[src/rtl/host_port_defs.svh]
/*
  Offsets, field positions, reset values and timing counts for the
  two-channel host bus port. Assumes a 40 MHz system clock.
*/
`ifndef HOST_PORT_DEFS_SVH
`define HOST_PORT_DEFS_SVH

// ----------------------------------------------------------------
// Register offsets (3-bit register address)
// ----------------------------------------------------------------
`define OFS_DATA 3'h0
`define OFS_IER 3'h1
`define OFS_FIFO_CTRL 3'h2
`define OFS_LCR 3'h3
`define OFS_MCR 3'h4
`define OFS_LSR 3'h5
`define OFS_MSR 3'h6
`define OFS_SPR 3'h7

// ----------------------------------------------------------------
// Field positions
// ----------------------------------------------------------------
`define FIFO_CTRL_EN 0
`define FIFO_CTRL_DMA 3
`define LCR_DLAB 7
`define IER_RX 0
`define IER_TX 1

// ----------------------------------------------------------------
// Reset values
// ----------------------------------------------------------------
`define DLL_RST 8'h01
`define DIV_HIGH_RST 8'h00
`define LCR_RST 8'h00
`define ZERO8 8'h00

// ----------------------------------------------------------------
// Timing
// ----------------------------------------------------------------
`define CLK_PERIOD_NS 25
`define RESET_MIN_NS 40
`define RESET_MIN_CYC ((`RESET_MIN_NS + `CLK_PERIOD_NS - 1) / `CLK_PERIOD_NS)

`endif

[src/rtl/host_port_pkg.sv]
/*
  Types for the two-channel host bus port.
  Assumes the defs header is compiled alongside.
*/
`default_nettype none
package host_port_pkg;
  // Bus-side strobes after mode decode
  typedef struct packed {
    logic wr;
    logic rd;
    logic [1:0] sel;
    logic [2:0] addr;
    logic [7:0] data;
  } bus_req_t;

  // Per-channel programmable state
  typedef struct packed {
    logic [7:0] ier;
    logic [7:0] fifo_ctrl;
    logic [7:0] lcr;
    logic [7:0] mcr;
    logic [7:0] spr;
    logic [7:0] dll;
    logic [7:0] div_high;
  } chan_regs_t;

  // Access phase of the bus
  typedef enum logic [2:0] {
    ST_IDLE = 3'b001,
    ST_READ = 3'b010,
    ST_WRITE = 3'b100
  } bus_state_t;
endpackage
`default_nettype wire

[src/rtl/dual_uart_host_bus_port.sv]
/*
  Host bus front end of a two-channel UART: bus decode in both styles,
  channel registers, id readout, interrupt pin and oscillator copy.
  Assumes host pins synchronous to clk_sys, held over several clocks.
*/
// Implementation choices: the register offsets and the strobed register port.
// Functional notes
// - Eight data bits, three address lines
// - Transfers timed only by select and strobes
// - Reset returns both channels to defaults
// - Zero divisors read back id and revision
// - Style pin high: separate active-low selects
// - Both selects low: write both channels
// - Style pin low: shared select, address picks
// - Channel address bit ignored in strobe style
// - Strobe pair versus single read/write line
// - Legacy DMA bit has no effect
// - Transmit interrupt from holding state
// - Receive interrupt from data presence
// - Interrupt polarity follows bus style
// - Oscillator drives baud clocks, buffered out
`include "host_port_defs.svh"
`default_nettype none
module dual_uart_host_bus_port
  import host_port_pkg::*;
#(
  parameter logic [7:0] DEVICE_ID = 8'h5A, // Arbitrary value
  parameter logic [7:0] REVISION = 8'h3C,  // Arbitrary value
  parameter int DATA_W = 8
)
(
  // System
  input wire logic clk_sys,
  input wire logic reset,
  // Bus style and selects
  input wire logic bus_style_strobe,
  input wire logic chan_a_select_n,
  input wire logic chan_b_select_n,
  input wire logic shared_select_n,
  input wire logic channel_choose_addr,
  // Strobes
  input wire logic read_strobe_n,
  input wire logic write_strobe_n,
  input wire logic rw_line,
  // Address and data
  input wire logic [2:0] reg_addr,
  input wire logic [DATA_W-1:0] data_in,
  output logic [DATA_W-1:0] data_out,
  output logic data_oe,
  // Channel status from the serial cores
  input wire logic [1:0] tx_holding_full,
  input wire logic [1:0] tx_fifo_above_trig,
  input wire logic [1:0] rx_data_present,
  input wire logic [1:0] rx_fifo_above_trig,
  // Interrupt pins, one per channel
  output logic [1:0] irq_pin,
  // Oscillator
  input wire logic osc_input,
  output logic osc_buffered_out,
  output logic [1:0] baud_clk_src
);

  // ----------------------------------------------------------------
  // Elaboration checks
  // ----------------------------------------------------------------
  if (DATA_W != 8)
  begin : g_chk
    $error("Data bus must be eight bits wide");
  end

  // ----------------------------------------------------------------
  // Bus decode
  // ----------------------------------------------------------------
  bus_req_t req; // Decoded request, combinational

  // Decode selects and direction per style
  always_comb
  begin
    req.addr = reg_addr;
    req.data = data_in;
    if (bus_style_strobe)
    begin
      // Separate selects, address bit ignored
      req.sel = {~chan_b_select_n, ~chan_a_select_n};
      req.rd = ~read_strobe_n & (|req.sel);
      req.wr = ~write_strobe_n & (|req.sel);
    end
    else
    begin
      // Shared select, address bit picks channel
      req.sel = shared_select_n ? 2'h0 :
        (channel_choose_addr ? 2'h2 : 2'h1);
      req.rd = ~shared_select_n & rw_line;
      req.wr = ~shared_select_n & ~rw_line;
    end
  end

  // ----------------------------------------------------------------
  // Access phase: one action per strobe, not per clock
  // ----------------------------------------------------------------
  bus_state_t state_reg, state_next;
  logic wr_fire; // Write commit pulse
  logic rd_fire; // Read capture pulse

  // Next phase; acts on strobe edge so a long strobe writes once
  always_comb
  begin
    state_next = state_reg;
    wr_fire = 1'b0;
    rd_fire = 1'b0;
    unique case (state_reg)
      ST_IDLE:
      begin
        if (req.wr)
        begin
          state_next = ST_WRITE;
          wr_fire = 1'b1;
        end
        else if (req.rd)
        begin
          state_next = ST_READ;
          rd_fire = 1'b1;
        end
      end
      ST_READ:
        if (!req.rd)
          state_next = ST_IDLE;
      ST_WRITE:
        if (!req.wr)
          state_next = ST_IDLE;
      default:
        state_next = ST_IDLE;
    endcase
  end

  // Phase register
  always_ff @(posedge clk_sys)
  begin
    if (reset)
      state_reg <= ST_IDLE;
    else
      state_reg <= state_next;
  end

  // ----------------------------------------------------------------
  // Channel registers
  // ----------------------------------------------------------------
  chan_regs_t regs_reg [2];
  chan_regs_t regs_next [2];

  // Reset image of one channel
  function automatic chan_regs_t reset_image();
    chan_regs_t r;
    r.ier = `ZERO8;
    r.fifo_ctrl = `ZERO8;
    r.lcr = `LCR_RST;
    r.mcr = `ZERO8;
    r.spr = `ZERO8;
    r.dll = `DLL_RST;
    r.div_high = `DIV_HIGH_RST;
    return r;
  endfunction

  // Writes land only in selected channels, both when both selected
  always_comb
  begin
    for (int c = 0; c < 2; c++)
    begin
      regs_next[c] = regs_reg[c];
      if (wr_fire && req.sel[c])
      begin
        unique case (req.addr)
          `OFS_DATA:
            if (regs_reg[c].lcr[`LCR_DLAB])
              regs_next[c].dll = req.data;
          `OFS_IER:
            if (regs_reg[c].lcr[`LCR_DLAB])
              regs_next[c].div_high = req.data;
            else
              regs_next[c].ier = req.data;
          // DMA bit stored but never read by logic
          `OFS_FIFO_CTRL: regs_next[c].fifo_ctrl = req.data;
          `OFS_LCR: regs_next[c].lcr = req.data;
          `OFS_MCR: regs_next[c].mcr = req.data;
          `OFS_SPR: regs_next[c].spr = req.data;
          default: ; // Status offsets are read-only
        endcase
      end
    end
  end

  // Register both channels
  always_ff @(posedge clk_sys)
  begin
    for (int c = 0; c < 2; c++)
    begin
      if (reset)
        regs_reg[c] <= reset_image();
      else
        regs_reg[c] <= regs_next[c];
    end
  end

  // ----------------------------------------------------------------
  // Read path
  // ----------------------------------------------------------------
  logic [7:0] rd_data_next;
  logic [7:0] data_out_reg;
  logic rd_chan; // Channel that answers a read

  // Read mux; a dual-select read is illegal, channel A answers
  function automatic logic [7:0] read_word(input chan_regs_t r,
                                           input logic [2:0] a,
                                           input logic [1:0] st);
    logic zero_div;
    zero_div = (r.dll == `ZERO8) && (r.div_high == `ZERO8);
    read_word = `ZERO8;
    unique case (a)
      `OFS_DATA:
        if (r.lcr[`LCR_DLAB])
          read_word = zero_div ? REVISION : r.dll;
      `OFS_IER:
        if (r.lcr[`LCR_DLAB])
          read_word = zero_div ? DEVICE_ID : r.div_high;
        else
          read_word = r.ier;
      `OFS_FIFO_CTRL: read_word = {6'h00, st};
      `OFS_LCR: read_word = r.lcr;
      `OFS_MCR: read_word = r.mcr;
      `OFS_LSR: read_word = {1'b0, ~st[1], ~st[1], 4'h0, st[0]};
      `OFS_MSR: read_word = `ZERO8;
      `OFS_SPR: read_word = r.spr;
      default: read_word = `ZERO8;
    endcase
  endfunction

  // Capture answer at the read strobe, hold it while strobed
  always_comb
  begin
    rd_chan = req.sel[0] ? 1'b0 : 1'b1;
    rd_data_next = data_out_reg;
    if (rd_fire)
      rd_data_next = read_word(regs_reg[rd_chan], req.addr,
        {tx_holding_full[rd_chan], rx_data_present[rd_chan]});
  end

  // Read data register
  always_ff @(posedge clk_sys)
  begin
    if (reset)
      data_out_reg <= `ZERO8;
    else
      data_out_reg <= rd_data_next;
  end

  assign data_out = data_out_reg;
  assign data_oe = (state_reg == ST_READ) && req.rd;

  // ----------------------------------------------------------------
  // Interrupt pins
  // ----------------------------------------------------------------
  logic [1:0] irq_next;
  logic [1:0] irq_reg;
  logic [1:0] tx_cond; // Transmit wants service
  logic [1:0] rx_cond; // Receive wants service

  // Service conditions per channel, then style polarity
  always_comb
  begin
    for (int c = 0; c < 2; c++)
    begin
      if (regs_reg[c].fifo_ctrl[`FIFO_CTRL_EN])
      begin
        tx_cond[c] = ~tx_fifo_above_trig[c];
        rx_cond[c] = rx_fifo_above_trig[c];
      end
      else
      begin
        tx_cond[c] = ~tx_holding_full[c];
        rx_cond[c] = rx_data_present[c];
      end
      irq_next[c] = (tx_cond[c] & regs_reg[c].ier[`IER_TX]) |
                    (rx_cond[c] & regs_reg[c].ier[`IER_RX]);
      // Active high in strobe style, active low otherwise
      irq_next[c] = bus_style_strobe ? irq_next[c] : ~irq_next[c];
    end
  end

  // Interrupt pin register; reset clears both pins low in either style, idle level then follows style
  always_ff @(posedge clk_sys)
  begin
    if (reset)
      irq_reg <= 2'h0;
    else
      irq_reg <= irq_next;
  end

  assign irq_pin = irq_reg;

  // ----------------------------------------------------------------
  // Oscillator copy; a clock path, not a register
  // ----------------------------------------------------------------
  assign osc_buffered_out = osc_input;
  assign baud_clk_src = {osc_input, osc_input};
endmodule
`default_nettype wire

[config.mk]
export PLATFORM = sky130hd
export DESIGN_NAME = dual_uart_host_bus_port
export DESIGN_NICKNAME = d
export VERILOG_FILES = /design/src/rtl/host_port_pkg.sv /design/src/rtl/dual_uart_host_bus_port.sv
export VERILOG_INCLUDE_DIRS = /design/src /design/src/rtl
export SDC_FILE = /design/constraint.sdc
export NUM_CORES = 1
export LEC_CHECK = 0
export BUFFER_PORTS_ARGS = -buffer_cell sky130_fd_sc_hd__buf_2
export CORE_ASPECT_RATIO = 0.8
export CORE_MARGIN = 4
export CORE_UTILIZATION = 45
export DETAILED_ROUTE_END_ITERATION = 16
export PLACE_DENSITY = 0.65
export SLEW_MARGIN = 20
export SYNTH_ARGS = -nofsm -noshare
export SYNTH_HDL_FRONTEND = slang
export SYNTH_SLANG_ARGS = --single-unit
[constraint.sdc]
create_clock -name clk_sys -period 2 [get_ports clk_sys]
set_input_delay 0.1 -clock clk_sys [delete_from_list [all_inputs] [get_ports clk_sys]]
set_output_delay 0.1 -clock clk_sys [all_outputs]
set_load 0.1 [all_outputs]
==> flow_metrics.tcl <==
set metrics [dict create \
    cts_max_path_buffers 2 \
    power_frac_comb 0.138 \
    dp.final_hpwl_um 11900 \
    pwr-share-seq 0.474 \
    worstPathCellList "nor4_1 -> nand4_1 -> buf_4 -> a32oi_1 -> a221oi_1 -> a311oi_1" \
    status "finished, final reports clean" \
    largest_reg_flops 98 \
    synthToLayoutAreaGrowth_pct 19.3 \
    use_met2 0.345 \
    worst_setup_path_end_kind "flip-flop" \
    ir_worst_vdd_mv 0.548 \
    drt-total-wl_um 16700 \
    p_leak_nw 2.79 \
    p_sw_frac 0.270 \
    cp.required_ns 2.26 \
    firstDrtPassIters 5 \
    fin_nets 697 \
    grt_pass1_wl_um 26000 \
    p_clk_frac 0.388 \
    ys_warn_count 0 \
    synth_seq_area_share 0.409 \
    drc 0 \
    numCtsBuffers 9 \
    relSlewSlack 0.547 \
    p_int_mw 3.48 \
    grt_use_met1 0.353 \
    grt_max_degree 62 \
    met3_usage 0.0678 \
    gr-usage-all-layers 0.242 \
    path_clk_slew_ns 0.07 \
    route.vias.total 4932 \
    skew_ns 0.00489 \
    multi_input_area_mm2 0.00296 \
    hold_violations 0 \
    syn_area_per_cell_um2 9.16 \
    place_area_mm2 0.00615 \
    viasPerCell 6.01 \
    layout-drive-gt1-share 0.246 \
    timing.final.ws_setup_ns 0.0223 \
    root_buffer "clkbuf_16" \
    async_flop_share 0 \
    start_util 0.466 \
    antenna_found_initial 0 \
    final_cell_mix "111 x dfxtp_1, 94 x mux2i_1, 90 x nor2_1" \
    portBuffers 39 \
    dp_cells 803 \
    drv_cap 0 \
    wl_per_cell_um 20.4 \
    finalSetupViolations 0 \
    io_pins 44 \
    rsz0062_at_grt "no" \
    layout_commonest_cell "dfxtp_1" \
    dp_slack_ns -0.0399 \
    cts_tree "yes" \
    synth_edf_count 0 \
    drt_first_iter_violations 512 \
    grt_pass1_vias 4743 \
    regArea_mm2 0.00222 \
    h-tree-depth 3 \
    p_switching_mw 1.28 \
    p_per_area_mw_per_mm2 735 \
    clk_latency_ns 0.35 \
    num_antenna_cells 0 \
    hp-class "in2reg" \
    finalCritPeriodShare 0.989 \
    finalNonFillerCells 820 \
    slowest_delay_ns 0.45 \
    cts_hold_buf 0 \
    core_area_mm2 0.0116 \
    cp_slowest_cell "nor4_1" \
    crit_fanout 3 \
    ant_nets 0 \
    overflow 0 \
    dieArea_mm2 0.0139 \
    busiest_layer "met1" \
    chipHeight_um 106 \
    cp-start-kind "flip-flop" \
    synth-seq-cells 111 \
    arrival_ns 2.24 \
    ys_dominant_reg_cell "dfxtp_1" \
    cts.sinks 111 \
    gp_congestion 0.942 \
    synth_area_mm2 0.00543 \
    syn_nets 623 \
    die_w_um 131 \
    crit_type "reg2reg" \
    design_area_mm2 0.00648 \
    slew_viol_final 0 \
    nFillCells 1073 \
    row_count 35 \
    ys_types 58 \
    synthCells 593 \
    timing.fmax_mhz 506 \
    fin_crit_ns 1.98 \
    worst_slew_pin_slew_ns 0.679 \
]
## layout make-up
cell class,instances,share of cell area
repair buffers,115,0.120
clock buffers,14,0.0407
multi-input cells,422,0.457
flip-flops and latches,111,0.343
clock inverters,2,0.00599
well taps,148,0.0286
inverters,8,0.00463
## Yosys cell counts, drive strengths merged, types with 2 or more instances
cell type	count	area share
dfxtp	111	0.41
mux2i	94	0.17
nor2	91	0.064
a21oi	34	0.032
clkbuf	31	0.022
o21ai	28	0.026
nand3	25	0.023
buf	21	0.026
nand2	19	0.015
mux2	14	0.029
nand4	12	0.020
nor4	11	0.015
or3	10	0.012
inv	8	0.0055
nor3	8	0.010
a311oi	7	0.011
a221oi	6	0.0097
a22oi	6	0.0083
nor3b	6	0.0092
o2111ai	6	0.0097
a32oi	5	0.0081
nand3b	5	0.0069
and4	4	0.0064
a211oi	3	0.0041
o211ai	3	0.0041
xnor2	3	0.0048
a21o	2	0.0028
o21bai	2	0.0028
o221ai	2	0.0032
## worst max-delay path, delay by kind of cell, from the launching register on
kind / cells / cell delay, ns
compound gates: 3 / 0.66
buf+inv: 1 / 0.21
flops: 1 / 0.33
simple gates: 2 / 0.69
## metrics by stage
stage,total power [mW],utilization,hold WS [ns],TNS (ns)
final,4.76,0.556,0.152,0
after global routing,4.92,0.556,0.168,0
after CTS,4.78,0.554,0.141,0
after detailed placement,2.95,0.528,0.201,-0.0483
after global placement,2.94,0.528,0.201,-0.0208
after floorplan,2.76,-,0.247,0
## per-layer routing
layer,wire length (um),vias up
li1,-,2301
met1,7780,2363
met2,7040,238
met3,1530,30
met4,344,0
met5,0,-
## timing repair
item                                    CTS  global route
resized for setup                         0             4
setup buffers                             0             1
endpoints found under the setup margin    0             5
## path summary, 6_finish.rpt
path / startpoint / end / slack (ns) / cells past startpoint
setup / recovery: regs_reg[0][8]$_SDFFE_PP1P_ / data_out[3]$_SDFFE_PP0P_ / 0.02 / 6
hold / removal: data_in[6] / regs_reg[1][14]$_SDFFE_PP0P_ / 0.15 / 3
setup reg to reg: regs_reg[0][8]$_SDFFE_PP1P_ / data_out[3]$_SDFFE_PP0P_ / 0.02 / 6
hold reg to reg: regs_reg[1][35]$_SDFFE_PP0P_ / regs_reg[1][35]$_SDFFE_PP0P_ / 0.49 / 2
## cells by family (layout without fill, tap and decap cells)
logic type | Yosys count | in the layout | synth area share
simple gates | 197 | 197 | 0.191
mux | 109 | 109 | 0.206
flops | 111 | 111 | 0.409
compound gates | 113 | 113 | 0.136
buf+inv | 60 | 139 | 0.0527
xor+xnor | 3 | 3 | 0.00484
## power groups by stage
| stage | logic (mW) | registers, mW | clock network (mW) |
|---|---|---|---|
| 2_1_floorplan | 0.329 | 2.43 | 0 |
| 3_3_place_gp | 0.632 | 2.31 | 0 |
| 3_5_place_dp | 0.640 | 2.31 | 0 |
| 4_1_cts | 0.643 | 2.26 | 1.88 |
| 5_1_grt | 0.690 | 2.26 | 1.96 |
| 6_report | 0.656 | 2.26 | 1.85 |
(Power assumes the default switching activity.)
